--- src/hdl/soft_reset_cfg.svh ---
`ifndef SOFT_RESET_CFG_SVH
`define SOFT_RESET_CFG_SVH

// ----------------------------------------------------------------------------
// Register offsets (byte addresses)
// ----------------------------------------------------------------------------
`define SRR_OFS_REQ8 12'h320
`define SRR_OFS_REQ9 12'h324
`define SRR_OFS_REQ10 12'h328

// ----------------------------------------------------------------------------
// Field layout and reset values
// ----------------------------------------------------------------------------
`define SRR_MASK_LSB 16
`define SRR_CTRL_W 16
`define SRR_REQ8_RW 16'h00FF
`define SRR_REQ9_RW 16'hFFFF
`define SRR_REQ10_RW 16'h83FF
`define SRR_REQ_RESET 16'h0000
`define SRR_ADDR_W 12

`endif

--- src/hdl/soft_reset_pkg.sv ---
// ----------------------------------------------------------------------------
// Types shared by the reset request bank
// ----------------------------------------------------------------------------
package soft_reset_pkg;

  // One decoded APB access.
  typedef struct packed {
    logic wr;
    logic [11:0] addr;
    logic [31:0] wdata;
  } apb_req_t;

  // Register selector.
  typedef enum logic [1:0] {
    SEL_NONE = 2'b00,
    SEL_REQ8 = 2'b01,
    SEL_REQ9 = 2'b10,
    SEL_REQ10 = 2'b11
  } reg_sel_t;

endpackage : soft_reset_pkg

--- src/hdl/apb_decode.sv ---
`timescale 1ns/1ps
`include "soft_reset_cfg.svh"

// ----------------------------------------------------------------------------
// APB address decoder
// ----------------------------------------------------------------------------
module apb_decode
  import soft_reset_pkg::*;
(
  input wire logic [11:0] paddr,
  output reg_sel_t sel
);

  // Map the byte address to a register selector.
  always_comb
  begin
    unique case (paddr)
      `SRR_OFS_REQ8: sel = SEL_REQ8;
      `SRR_OFS_REQ9: sel = SEL_REQ9;
      `SRR_OFS_REQ10: sel = SEL_REQ10;
      default: sel = SEL_NONE;
    endcase
  end

endmodule : apb_decode

--- src/hdl/masked_req_reg.sv ---
`timescale 1ns/1ps
`include "soft_reset_cfg.svh"

// ----------------------------------------------------------------------------
// One request register with upper half-word write mask
// ----------------------------------------------------------------------------
module masked_req_reg
  import soft_reset_pkg::*;
#(
  parameter logic [15:0] RW_BITS = 16'hFFFF
)
(
  input wire logic pclk,
  input wire logic presetn,
  input wire logic wr_en,
  input wire logic [31:0] wdata,
  output logic [15:0] q
);

  // Held request bits.
  logic [15:0] q_ff;
  // Bits that this write may change.
  logic [15:0] wr_bits;

  // Mask bit n+16 enables bit n; reserved bits never change.
  assign wr_bits = wdata[31:16] & RW_BITS;

  // Each bit is a flop so per-bit enable is exact.
  genvar i;
  generate
    for (i = 0; i < 16; i++)
    begin : g_bit
      always_ff @(posedge pclk or negedge presetn)
      begin
        if (!presetn)
        begin
          q_ff[i] <= 1'b0;
        end
        else if (wr_en && wr_bits[i])
        begin
          q_ff[i] <= wdata[i];
        end
        // Otherwise the bit keeps its value
      end
    end
  endgenerate

  assign q = q_ff;

  // --------------------------------------------------------------------------
  // Checks
  // --------------------------------------------------------------------------
  a_mask_hold: assert property (@(posedge pclk) disable iff (!presetn)
    (wr_en && !wdata[31]) |=> (q_ff[15] == $past(q_ff[15])))
    else $error("Unmasked bit 15 changed.");
  a_mask_take: assert property (@(posedge pclk) disable iff (!presetn)
    (wr_en && wdata[16] && RW_BITS[0]) |=> (q_ff[0] == $past(wdata[0])))
    else $error("Masked bit 0 not written.");

endmodule : masked_req_reg

--- src/hdl/soft_reset_request_bank.sv ---
`timescale 1ns/1ps
`include "soft_reset_cfg.svh"

// Notes on behaviour
// - Write bit n only if bit n+16 set
// - Unmasked lower bits keep their value
// - Request bit high holds reset; resets zero
// - Reg9: USB3 PHY APB, microphone resets
// - Reg9: DDR standby and controller resets
// - Reg9: three OTP reset requests
// - Reg9: camera interface APB/AHB/AXI resets
// - Reg9: content protection resets
// - Reg10: DDR PHY divider; 14:10 read zero
// - Reg10: video decoder reset requests
// - Reg10: video codec reset requests
// - Reg8: display processor reset requests
// - Reg8: video subsystem bus resets
// - Reg8 at 0x320 with mask
module soft_reset_request_bank
  import soft_reset_pkg::*;
(
  // Clock and asynchronous active-low reset.
  input wire logic pclk,
  input wire logic presetn,
  // APB slave port with zero wait states.
  input wire logic psel,
  input wire logic penable,
  input wire logic pwrite,
  input wire logic [11:0] paddr,
  input wire logic [31:0] pwdata,
  output logic [31:0] prdata,
  output logic pready,
  output logic pslverr,
  // Register 8 requests.
  output logic display_pixel_reset_request,
  output logic display_ahb_reset_request,
  output logic display_axi_reset_request,
  output logic display_noc_axi_reset_request,
  output logic video_arbiter_reset_request,
  output logic video_bus_bridge_reset_request,
  output logic video_ahb_bus_reset_request,
  output logic video_axi_bus_reset_request,
  // Register 9 requests.
  output logic usb3_phy_pipe_apb_reset_request,
  output logic usb3_phy_otg_apb_reset_request,
  output logic mic_core_reset_request,
  output logic mic_ahb_reset_request,
  output logic ddr_standby_core_reset_request,
  output logic ddr_standby_apb_reset_request,
  output logic ddr_ctrl_axi_reset_request,
  output logic otp_user_reset_request,
  output logic otp_serial_reset_request,
  output logic otp_apb_reset_request,
  output logic camera_apb_reset_request,
  output logic camera_ahb_reset_request,
  output logic camera_axi_reset_request,
  output logic content_prot_ahb_reset_request,
  output logic content_prot_core_reset_request,
  output logic content_prot_axi_reset_request,
  // Register 10 requests.
  output logic ddr_phy_div_reset_request,
  output logic vdec_entropy_reset_request,
  output logic vdec_core_reset_request,
  output logic vdec_noc_ahb_reset_request,
  output logic vdec_ahb_reset_request,
  output logic vdec_noc_axi_reset_request,
  output logic vdec_axi_reset_request,
  output logic vcodec_noc_ahb_reset_request,
  output logic vcodec_ahb_reset_request,
  output logic vcodec_noc_axi_reset_request,
  output logic vcodec_axi_reset_request
);

  // --------------------------------------------------------------------------
  // Bus decode
  // --------------------------------------------------------------------------

  // Selected register for the current address.
  reg_sel_t sel;
  // Current bus access, combinational and not registered, kept for clarity of the write path.
  apb_req_t req;
  // Write strobe in the access phase; the slave is zero wait state.
  logic wr_acc;
  // Read strobe in the access phase.
  logic rd_acc;

  // The decoder turns the byte address of the access into a register selector.
  // Anything that does not match a mapped offset comes back as no selection.
  apb_decode u_dec (
    .paddr(req.addr),
    .sel(sel)
  );

  // Gather the bus fields into one carrier so every consumer sees the same view.
  assign req = '{wr: pwrite, addr: paddr, wdata: pwdata};
  // Writes land only in the access phase, so a setup cycle alone never moves a request.
  assign wr_acc = psel && penable && req.wr;
  // A read has no side effect; this strobe only feeds the read checks below.
  assign rd_acc = psel && penable && !req.wr;

  // --------------------------------------------------------------------------
  // Request registers
  // --------------------------------------------------------------------------

  // Lower half-words of the three registers.
  logic [15:0] req8_q;
  logic [15:0] req9_q;
  logic [15:0] req10_q;

  // Each register gets its own write enable from the decoder, so a write to
  // one word can never disturb the requests held in another.

  // Register 8 only has bits 7:0 in this bank.
  masked_req_reg #(.RW_BITS(`SRR_REQ8_RW)) u_req8 (
    .pclk(pclk),
    .presetn(presetn),
    .wr_en(wr_acc && sel == SEL_REQ8),
    .wdata(req.wdata),
    .q(req8_q)
  );

  // Register 9 has all sixteen bits.
  masked_req_reg #(.RW_BITS(`SRR_REQ9_RW)) u_req9 (
    .pclk(pclk),
    .presetn(presetn),
    .wr_en(wr_acc && sel == SEL_REQ9),
    .wdata(req.wdata),
    .q(req9_q)
  );

  // Register 10 bits 14:10 are reserved and never written.
  masked_req_reg #(.RW_BITS(`SRR_REQ10_RW)) u_req10 (
    .pclk(pclk),
    .presetn(presetn),
    .wr_en(wr_acc && sel == SEL_REQ10),
    .wdata(req.wdata),
    .q(req10_q)
  );

  // --------------------------------------------------------------------------
  // Read data and response
  // --------------------------------------------------------------------------

  // Next read word; the mask half always reads zero.
  logic [31:0] nxt_rdata;

  // Select the lower half-word of the addressed register; the mask half and
  // an unmapped address both give zero, so nothing leaks onto the bus.
  always_comb
  begin
    unique case (sel)
      SEL_REQ8: nxt_rdata = {16'h0000, req8_q};
      SEL_REQ9: nxt_rdata = {16'h0000, req9_q};
      SEL_REQ10: nxt_rdata = {16'h0000, req10_q & `SRR_REQ10_RW};
      SEL_NONE: nxt_rdata = 32'h00000000;
    endcase
  end

  // Read data register, loaded in the setup cycle so it is ready at access.
  logic [31:0] prdata_ff;
  // Error flag for unmapped addresses, also prepared in setup.
  logic pslverr_ff;

  // The read word is captured at the end of the setup cycle so that it stands
  // unchanged for the whole access phase; the bus sees zero between transfers.
  always_ff @(posedge pclk or negedge presetn)
  begin
    if (!presetn)
    begin
      // Nothing is being read while the bank is held in reset.
      prdata_ff <= 32'h00000000;
      pslverr_ff <= 1'b0;
    end
    else if (psel && !penable)
    begin
      // Setup cycle: prepare the answer for the access phase that follows.
      prdata_ff <= req.wr ? 32'h00000000 : nxt_rdata;
      pslverr_ff <= (sel == SEL_NONE);
    end
    else if (psel && penable)
    begin
      // Access phase: hold the prepared answer until the master takes it.
      prdata_ff <= prdata_ff;
      pslverr_ff <= pslverr_ff;
    end
    else
    begin
      // Idle bus: drive zero so a stale word never lingers.
      prdata_ff <= 32'h00000000;
      pslverr_ff <= 1'b0;
    end
  end

  assign prdata = prdata_ff;
  assign pslverr = pslverr_ff;

  // Zero wait state: ready is a constant high flop after reset.
  logic pready_ff;

  // Ready is a flop, low through reset and high from the first edge after it.
  always_ff @(posedge pclk or negedge presetn)
  begin
    if (!presetn)
    begin
      // Held low while the bank is in reset.
      pready_ff <= 1'b0;
    end
    else
    begin
      // Every access completes in one cycle.
      pready_ff <= 1'b1;
    end
  end

  assign pready = pready_ff;

  // --------------------------------------------------------------------------
  // Request outputs, driven directly by the register flops
  // --------------------------------------------------------------------------

  // A high bit holds its domain in reset for as long as it stays high.
  // The bits come straight from the register flops, so no glitch reaches a target.
  always_comb
  begin
    // Register 8: display processor pixel, bus and interconnect resets.
    display_pixel_reset_request = req8_q[7];
    display_ahb_reset_request = req8_q[6];
    display_axi_reset_request = req8_q[5];
    display_noc_axi_reset_request = req8_q[4];
    // Register 8: video subsystem bus resets.
    video_arbiter_reset_request = req8_q[3];
    video_bus_bridge_reset_request = req8_q[2];
    video_ahb_bus_reset_request = req8_q[1];
    video_axi_bus_reset_request = req8_q[0];

    // Register 9: USB3 PHY register ports and microphone interface.
    usb3_phy_pipe_apb_reset_request = req9_q[15];
    usb3_phy_otg_apb_reset_request = req9_q[14];
    mic_core_reset_request = req9_q[13];
    mic_ahb_reset_request = req9_q[12];
    // Register 9: DDR standby logic and DDR controller.
    ddr_standby_core_reset_request = req9_q[11];
    ddr_standby_apb_reset_request = req9_q[10];
    ddr_ctrl_axi_reset_request = req9_q[9];
    // Register 9: one-time-programmable memory ports.
    otp_user_reset_request = req9_q[8];
    otp_serial_reset_request = req9_q[7];
    otp_apb_reset_request = req9_q[6];
    // Register 9: camera input interface.
    camera_apb_reset_request = req9_q[5];
    camera_ahb_reset_request = req9_q[4];
    camera_axi_reset_request = req9_q[3];
    // Register 9: content-protection block.
    content_prot_ahb_reset_request = req9_q[2];
    content_prot_core_reset_request = req9_q[1];
    content_prot_axi_reset_request = req9_q[0];

    // Register 10: DDR PHY divider; bits 14 to 10 have no output.
    ddr_phy_div_reset_request = req10_q[15];
    // Register 10: video decoder.
    vdec_entropy_reset_request = req10_q[9];
    vdec_core_reset_request = req10_q[8];
    vdec_noc_ahb_reset_request = req10_q[7];
    vdec_ahb_reset_request = req10_q[6];
    vdec_noc_axi_reset_request = req10_q[5];
    vdec_axi_reset_request = req10_q[4];
    // Register 10: video codec bus and interconnect ports.
    vcodec_noc_ahb_reset_request = req10_q[3];
    vcodec_ahb_reset_request = req10_q[2];
    vcodec_noc_axi_reset_request = req10_q[1];
    vcodec_axi_reset_request = req10_q[0];
  end

  // --------------------------------------------------------------------------
  // Checks
  // --------------------------------------------------------------------------
  a_write_next_cycle: assert property (@(posedge pclk) disable iff (!presetn)
    (wr_acc && sel == SEL_REQ9 && pwdata[31]) |=>
      (usb3_phy_pipe_apb_reset_request == $past(pwdata[15])))
    else $error("Register 9 bit 15 not updated next cycle.");
  a_reserved_zero: assert property (@(posedge pclk) disable iff (!presetn)
    req10_q[14:10] == 5'h00)
    else $error("Reserved bits of register 10 set.");
  a_mask_read_zero: assert property (@(posedge pclk) disable iff (!presetn)
    prdata[31:16] == 16'h0000)
    else $error("Mask half-word read nonzero.");
  a_reg8_upper_zero: assert property (@(posedge pclk) disable iff (!presetn)
    req8_q[15:8] == 8'h00)
    else $error("Register 8 upper bits changed.");
  a_unmasked_keep: assert property (@(posedge pclk) disable iff (!presetn)
    (wr_acc && sel == SEL_REQ10 && !pwdata[16]) |=>
      $stable(vcodec_axi_reset_request))
    else $error("Unmasked register 10 bit 0 changed.");
  a_read_value: assert property (@(posedge pclk) disable iff (!presetn)
    (psel && !penable && !pwrite && sel == SEL_REQ8) |=> (prdata[7:0] == $past(req8_q[7:0])))
    else $error("Register 8 read mismatch.");
  a_other_reg_keep: assert property (@(posedge pclk) disable iff (!presetn)
    (wr_acc && sel == SEL_REQ8) |=> $stable(req9_q))
    else $error("Register 9 changed on register 8 write.");
  a_slverr_unmapped: assert property (@(posedge pclk) disable iff (!presetn)
    (psel && !penable && sel == SEL_NONE) |=> pslverr)
    else $error("Unmapped access not flagged.");

  // A mapped access never raises the error response.
  a_slverr_mapped: assert property (@(posedge pclk) disable iff (!presetn)
    (psel && !penable && sel != SEL_NONE) |=> !pslverr)
    else $error("Mapped access flagged as error.");

  // The slave never inserts a wait state.
  a_ready_high: assert property (@(posedge pclk) disable iff (!presetn)
    (psel && penable) |-> pready)
    else $error("Ready low in access phase.");

  // --------------------------------------------------------------------------
  // Read path checks
  // --------------------------------------------------------------------------
  // Register 8 read returns its display and video bus requests.
  a_read_reg8: assert property (@(posedge pclk) disable iff (!presetn)
    (rd_acc && sel == SEL_REQ8) |-> (prdata == {16'h0000, req8_q}))
    else $error("Register 8 read data wrong in access.");
  // Register 9 read returns all sixteen request bits.
  a_read_reg9: assert property (@(posedge pclk) disable iff (!presetn)
    (rd_acc && sel == SEL_REQ9) |-> (prdata == {16'h0000, req9_q}))
    else $error("Register 9 read data wrong in access.");
  // Register 10 read returns its requests with the reserved bits at zero.
  a_read_reg10: assert property (@(posedge pclk) disable iff (!presetn)
    (rd_acc && sel == SEL_REQ10) |-> (prdata == {16'h0000, req10_q}))
    else $error("Register 10 read data wrong in access.");

  // --------------------------------------------------------------------------
  // Write path checks
  // --------------------------------------------------------------------------
  // A masked write to bit 7 of register 8 shows on its output next cycle.
  a_req8_write: assert property (@(posedge pclk) disable iff (!presetn)
    (wr_acc && sel == SEL_REQ8 && pwdata[23]) |=>
      (display_pixel_reset_request == $past(pwdata[7])))
    else $error("Register 8 bit 7 not updated next cycle.");
  // A masked write to bit 15 of register 10 reaches the divider request.
  a_div_write: assert property (@(posedge pclk) disable iff (!presetn)
    (wr_acc && sel == SEL_REQ10 && pwdata[31]) |=>
      (ddr_phy_div_reset_request == $past(pwdata[15])))
    else $error("Register 10 bit 15 not updated next cycle.");
  // A write to register 9 leaves register 10 alone.
  a_reg10_keep: assert property (@(posedge pclk) disable iff (!presetn)
    (wr_acc && sel == SEL_REQ9) |=> $stable(req10_q))
    else $error("Register 10 changed on register 9 write.");

endmodule : soft_reset_request_bank

--- config.mk ---
export PLATFORM = sky130hd
export DESIGN_NAME = soft_reset_request_bank
export DESIGN_NICKNAME = d
export VERILOG_FILES = /design/src/hdl/soft_reset_pkg.sv /design/src/hdl/apb_decode.sv /design/src/hdl/masked_req_reg.sv /design/src/hdl/soft_reset_request_bank.sv
export VERILOG_INCLUDE_DIRS = /design/src /design/src/hdl
export SDC_FILE = /design/constraint.sdc
export NUM_CORES = 1
export LEC_CHECK = 0
export ABC_AREA = 1
export BUFFER_PORTS_ARGS = -buffer_cell sky130_fd_sc_hd__buf_2
export CELL_PAD_IN_SITES_DETAIL_PLACEMENT = 1
export CELL_PAD_IN_SITES_GLOBAL_PLACEMENT = 2
export CORE_MARGIN = 3
export CORE_UTILIZATION = 26
export DETAILED_ROUTE_END_ITERATION = 10
export PLACE_DENSITY = 0.83
export RECOVER_POWER = 50
export SLEW_MARGIN = 20
export SYNTH_ARGS = -nofsm -noshare
export SYNTH_HDL_FRONTEND = slang
export SYNTH_SLANG_ARGS = --single-unit
--- constraint.sdc ---
create_clock -name pclk -period 0.8 [get_ports pclk]
set_input_delay 0.16 -clock pclk [delete_from_list [all_inputs] [get_ports pclk]]
set_output_delay 0.16 -clock pclk [all_outputs]
set_load 0.05 [all_outputs]
==> results.tsv, run 1 <==
stage	metric	value	unit
yosys	synth_top_cell_by_area	dfrtp_1	
layout	antenna_cells	0	
min_path	min_path_type	input port to register	
floorplan	coreArea	0.01004	sq mm
detailed_routing	first_pass_iters	4	
floorplan	die_w	108.8	um
outcome	violations	setup timing	
yosys	syn_area	0.002750	sq mm
clocking	cts_max_level	2	
sta	skew	10.27	ps
detailed_routing	highest_layer	met4	
clocking	cts_made_buffers	5	
sta	final-hold-violation-count	0	
global_routing	grt_pass1_wl	17.30	mm
worst_setup_path	start_kind	input port	
detailed_routing	vias	3141	
detailed_routing	drc	0	
layout	drive_above_1_share	57.09	%
clocking	clk_latency	320	ps
yosys	synth-seq-cells	53	
floorplan	fp.dieH	108.8	um
yosys	synth-xor-area-share	0	%
floorplan	rows	36	
global_routing	first_global_vias	3310	
layout	final_core_util	50.81	%
detailed_routing	routed-wl-met3	548	um
sta	slew_violations	0	
detailed_routing	routed-wl-met2	6.235	mm
worst_setup_path	worst_r2r_path_depth	5	
clocking	cts_tree	yes	
clocking	cts_root_buffer	clkbuf_8	
clocking	cts.reportedPaths.clkPinSlew	100	ps
yosys	synthMuxAreaShare	0	%
floorplan	io_pins	118	
worst_setup_path	cp_max_fo	8	
sta	rsz0062_at_grt	true	
worst_setup_path	worstSetupEndpointType	register	
worst_setup_path	critical_path_required	1000	ps
clocking	cts_buffer_depth	2	
pwr	p_per_area	1053	mW/mm^2
layout	area_delta_synth_final	85.58	%
min_path	hold_depth	3	
sta	post-route-min-period	1116	ps
floorplan	die-area	0.01185	sq mm
global_routing	antenna_found_initial	0	
yosys	yosysUniqueCellTypes	22	
flow_run	max_cap_violations	0	
yosys	synth_top_family_by_area	simple AND/OR/NAND/NOR gates	
sta	finalSetupViolations	105	
placed_design	port_buffers	101	
detailed_routing	drtAntennaViolNets	0	
detailed_routing	drt_iter0_markers	139	
layout	nets	585	
detailed_routing	wirelength	11.78	mm
sta	timing.fmax	896.2	MHz
sta	setup_slack	-315.8	ps
global_routing	grt_util_all_layers	18.71	%
detailed_routing	via_per_inst	4.695	
outcome	status	finished, violations left	
yosys	netlist.area_leader.share	48.23	%
detailed_routing	met1_length	4.829	mm
sta	period_share	139.5	%
global_routing	overflow	0	
yosys	syn_inst	336	
yosys	yosysWarnings	0	
global_routing	grt_max_degree	25	
pwr	power_leakage	0.002725	uW
worst_setup_path	worstSetupPathType	input port to register	
yosys	yosysSeqAreaShare	48.23	%
yosys	synthAdderAreaFrac	0	%
yosys	yosys.area_share.simple	35.62	%
placed_design	dp.final_hpwl	7.323	mm
layout	fill_cells	1161	
placed_design	gp_congestion	0.7811	
worst_setup_path	cp.arrival	1310	ps
detailed_routing	post_drt_wl_per_cell	17.60	um
yosys	synth_compound_area_share	5.460	%
yosys	synth_area_leaders	dfrtp_1, nand2_1, nand4_1	
floorplan	initial_core_util	27.38	%
pwr	ir_drop	0.5761	mV
placed_design	dp_slack	-622.6	ps
clocking	numClockSinks	53	
yosys	avgSynthCellArea	8.185	sq um
## cell usage in the layout (no fill, tap or decap), drive strengths merged
cell         synthesis  layout
nand4               35      35
inv                 21      21
nor3                 2       2
bufinv               0       1
clkbuf               1       7
nand3               21      21
o21ai               30      30
conb                 2      17
clkinv               1       2
buf                 27     203
dfrtp               53      53
dlygate4sd3          0       1
nor2                14      14
nand2              129     129
## per-layer routing
layer | up-vias | track usage, %
met4 | 0 | 3.968
met1 | 1555 | 23.60
met5 | - | 0
li1 | 1470 | -
met2 | 100 | 33.63
met3 | 16 | 3.020
## worst max-delay path, cell delays in order
cell	delay, ps
buf_6	100
nor2_4	190
nand3_2	100
nor2_2	110
nand2_1	90
nor2_2	150
buf_6	210
nand2_2	80
nand2_1	60
o21ai_1	70
## what timing repair did
item	4_1_cts	5_1_grt
pin swaps	33	39
hold endpoints to repair	53	0
buffers inserted	44	18
gates cloned	2	1
resized for setup	172	54
hold buffers	1	0
endpoints found under the setup margin	105	105
## final timing paths
check,start,slack (ps),end
worst max-delay path,paddr[0],-320,u_req10.q[6]
worst min-delay path,pwdata[10],70,u_req9.q[10]
worst max register to register,u_req8.q[4],-210,prdata[4]
worst min register to register,prdata[6],520,prdata[6]
max in group asynchronous,presetn,80,u_req8.q[6]
min in group asynchronous,presetn,250,u_req9.q[12]
## kinds of logic after synthesis
family          Yosys count
simple gates            201
compound gates           30
buf+inv                  50
flops                    53
other cells               2
## per-stage QoR
| stage | power (uW) | cell area [sq um] | hold slack, ps | std cells | setup TNS, ps |
|---|---|---|---|---|---|
| 2_1_floorplan | 3157 | 2869 | -135.6 | 351 | -12960 |
| 3_3_place_gp | 3454 | 3695 | 38.36 | 599 | -24950 |
| 3_5_place_dp | 3468 | 3695 | 40.57 | 599 | -27660 |
| 4_1_cts | 5354 | 4801 | 76.75 | 652 | -21860 |
| 5_1_grt | 5574 | 5104 | 68.14 | 669 | -28990 |
| 6_report | 5376 | 5104 | 74.59 | 669 | -24120 |
## cells in the mapped netlist
| library cell | count |
|---|---|
| nand2_1 | 115 |
| dfrtp_1 | 53 |
| nand4_1 | 35 |
| o21ai_1 | 28 |
| buf_4 | 21 |
| nand3_1 | 21 |
| inv_1 | 13 |
| nand2_2 | 11 |
| inv_2 | 8 |
| nor2_1 | 8 |
| buf_2 | 4 |
| nand2_4 | 3 |
| nor2_2 | 3 |
| buf_6 | 2 |
| conb_1 | 2 |
| nor2_8 | 2 |
| o21ai_0 | 2 |
| clkbuf_1 | 1 |
| clkinv_1 | 1 |
| nor2_4 | 1 |
| nor3_1 | 1 |
| nor3_4 | 1 |
## sequential cells by signal (all words and copies together), names as in the netlist
name / cells
prdata: 16
pready: 1
pslverr: 1
u_req10.q: 11
u_req8.q: 8
u_req9.q: 16
## power breakdown
| part | switching (uW) | total (uW) | internal (uW) |
|---|---|---|---|
| Clock | 940 | 1850 | 913 |
| Sequential | 5.61 | 2690 | 2680 |
| Combinational | 573 | 834 | 261 |
## area by class of cell
cell class / count / area [sq um] / share of cell area, %
Multi-Input combinational cell: 248 / 1533 / 30.03
Inverter: 22 / 85.08 / 1.667
Sequential cell: 53 / 1326 / 25.99
Clock buffer: 5 / 68.82 / 1.348
Clock inverter: 2 / 35.03 / 0.6864
Timing Repair Buffer: 206 / 1889 / 37.02
Tap cell: 133 / 166.4 / 3.261
Note: power is estimated with default switching activity, not from simulation.
==> run 2: changes to the inputs <==
--- a/config.mk
+++ b/config.mk
@@ -15,6 +15,7 @@
 export DETAILED_ROUTE_END_ITERATION = 10
 export PLACE_DENSITY = 0.83
 export RECOVER_POWER = 50
+export REMOVE_ABC_BUFFERS = 1
 export SLEW_MARGIN = 20
 export SYNTH_ARGS = -nofsm -noshare
 export SYNTH_HDL_FRONTEND = slang
==> run 2 against run 1 <==
The run still ends with setup timing left. Combinational power increased by 4.7%. Largest power group unchanged. Clock power decreased by 15%. Critical path type unchanged. Routed wire length increased by 7.4%. Via count increased by 2.6%. Maximum frequency decreased by 5.3%.
==> results.tsv, run 2 (synthesized netlist as in run 1, its figures left out) <==
stage	metric	value	unit
outcome	status	finished, violations left	
outcome	violations	setup timing	
layout	drive_above_1_share	56.88	%
layout	layoutNonFillerInstCount	671	
sta	finalSetupViolations	105	
clocking	cts_made_buffers	5	
global_routing	antenna_found_initial	1	
global_routing	grt_pass1_wl	17.80	mm
floorplan	initial_core_util	27.38	%
worst_setup_path	cp.arrival	1440	ps
detailed_routing	wirelength	12.64	mm
worst_setup_path	r2r_end	prdata[8]	
layout	area_delta_synth_final	85.30	%
clocking	cts_buffer_depth	2	
worst_setup_path	cp_max_fo	8	
detailed_routing	drc	0	
worst_setup_path	r2r_slack	-240	ps
detailed_routing	drt_iter0_markers	172	
min_path	min_path_type	input port to register	
floorplan	die_w	108.8	um
worst_setup_path	worstSetupPathType	input port to register	
clocking	cts_root_buffer	clkbuf_8	
clocking	cts_max_level	2	
detailed_routing	vias	3224	
floorplan	die-area	0.01185	sq mm
clocking	cts_tree	yes	
sta	skew	6.026	ps
worst_setup_path	worstSetupEndpointType	register	
sta	post-route-min-period	1178	ps
floorplan	rows	36	
floorplan	io_pins	118	
global_routing	grt_max_degree	54	
pwr	p_per_area	1007	mW/mm^2
min_path	hold_start	pwdata[14]	
sta	timing.fmax	848.6	MHz
sta	final-hold-violation-count	0	
floorplan	fp.dieH	108.8	um
worst_setup_path	crit_end	prdata[9]	
placed_design	dp_slack	-709.6	ps
placed_design	port_buffers	101	
sta	rsz0062_at_grt	true	
worst_setup_path	critPathLaunch	paddr[1]	
clocking	clk_latency	320	ps
placed_design	place_inst	592	
pwr	ir_drop	0.8093	mV
worst_setup_path	worst_r2r_path_depth	6	
layout	nets	586	
layout	antenna_cells	0	
worst_setup_path	r2r-start	u_req10.q[8]	
sta	setup_slack	-378.5	ps
worst_setup_path	start_kind	input port	
pwr	power_leakage	0.002741	uW
layout	final_cell_mix	buf_6, buf_4, nand2_1	
global_routing	overflow	0	
detailed_routing	via_per_inst	4.805	
detailed_routing	first_pass_iters	4	
detailed_routing	drtAntennaViolNets	0	
layout	fill_cells	1172	
global_routing	grt_util_all_layers	19.60	%
sta	period_share	147.3	%
floorplan	coreArea	0.01004	sq mm
detailed_routing	post_drt_wl_per_cell	18.84	um
placed_design	dp.final_hpwl	7.221	mm
flow_run	max_cap_violations	0	
clocking	numClockSinks	53	
clocking	cts.reportedPaths.clkPinSlew	100	ps
global_routing	first_global_vias	3405	
worst_setup_path	critical_path_required	1060	ps
placed_design	gp_congestion	0.8448	
sta	slew_violations	0	
run 2: timing repair:
action / in CTS / in global routing
pin swaps: 19 / 31
cloned: 3 / 2
hold buffers: 1 / 0
endpoints found under the hold margin: 53 / 0
buffers inserted: 45 / 23
resized for setup: 183 / 61
setup endpoints to repair: 105 / 105
run 2: worst max-delay path, cell delays in order:
cell,delay (ps)
buf_6,100
nor2_4,130
buf_6,120
buf_6,100
buf_6,90
nand2_4,60
nor2_8,120
nand2_4,80
nor2_8,200
nand2_2,80
nand2_1,80
nand2_1,60
nand2_1,60
run 2: worst min path at each step:
stage,slack [ps],cells past startpoint,endpoint
floorplan,-140,0,prdata[0]
global placement,180,2,prdata[13]
detailed placement,190,2,prdata[13]
CTS,70,3,u_req9.q[13]
global route,70,3,u_req9.q[14]
finish,70,3,u_req9.q[14]
run 2: routing by layer:
| metal | GRT usage [%] | up-vias | wire, um | share of wire [%] |
|---|---|---|---|---|
| met1 | 21.99 | 1589 | 4894 | 39 |
| met2 | 36.41 | 111 | 6853 | 54 |
| met5 | 0 | - | 13 | 0.10 |
| met4 | 6.673 | 2 | 400 | 3.2 |
| li1 | - | 1485 | - | - |
| met3 | 4.322 | 37 | 482 | 3.8 |
run 2: power by group:
| part | switching, uW | internal (uW) | total [uW] |
|---|---|---|---|
| logic | 603 | 270 | 873 |
| registers | 4.49 | 2680 | 2690 |
| clock network | 944 | 627 | 1570 |
| total | 1550 | 3580 | 5130 |
run 2: area by class of cell:
type / count / area (sq um) / share of cell area [%]
Timing Repair Buffer: 207 / 1856 / 36.41
Multi-Input combinational cell: 248 / 1580 / 31.01
Sequential cell: 53 / 1326 / 26.02
Tap cell: 133 / 166.4 / 3.265
Inverter: 22 / 87.58 / 1.719
Clock buffer: 8 / 80.08 / 1.571
run 2: per-stage QoR:
step | hold slack (ps) | total power [uW] | TNS [ps] | area, sq um | utilization (%)
CTS | 70.22 | 5081 | -23200 | 4707 | 46.86
global route | 70.95 | 5327 | -32240 | 5096 | 50.73
global placement | 180.6 | 3430 | -26490 | 3592 | 35.76
finish | 69.66 | 5133 | -27940 | 5096 | 50.73
detailed placement | 187.9 | 3441 | -29140 | 3592 | 35.76
floorplan | -135.6 | 3057 | -31050 | 2603 | -
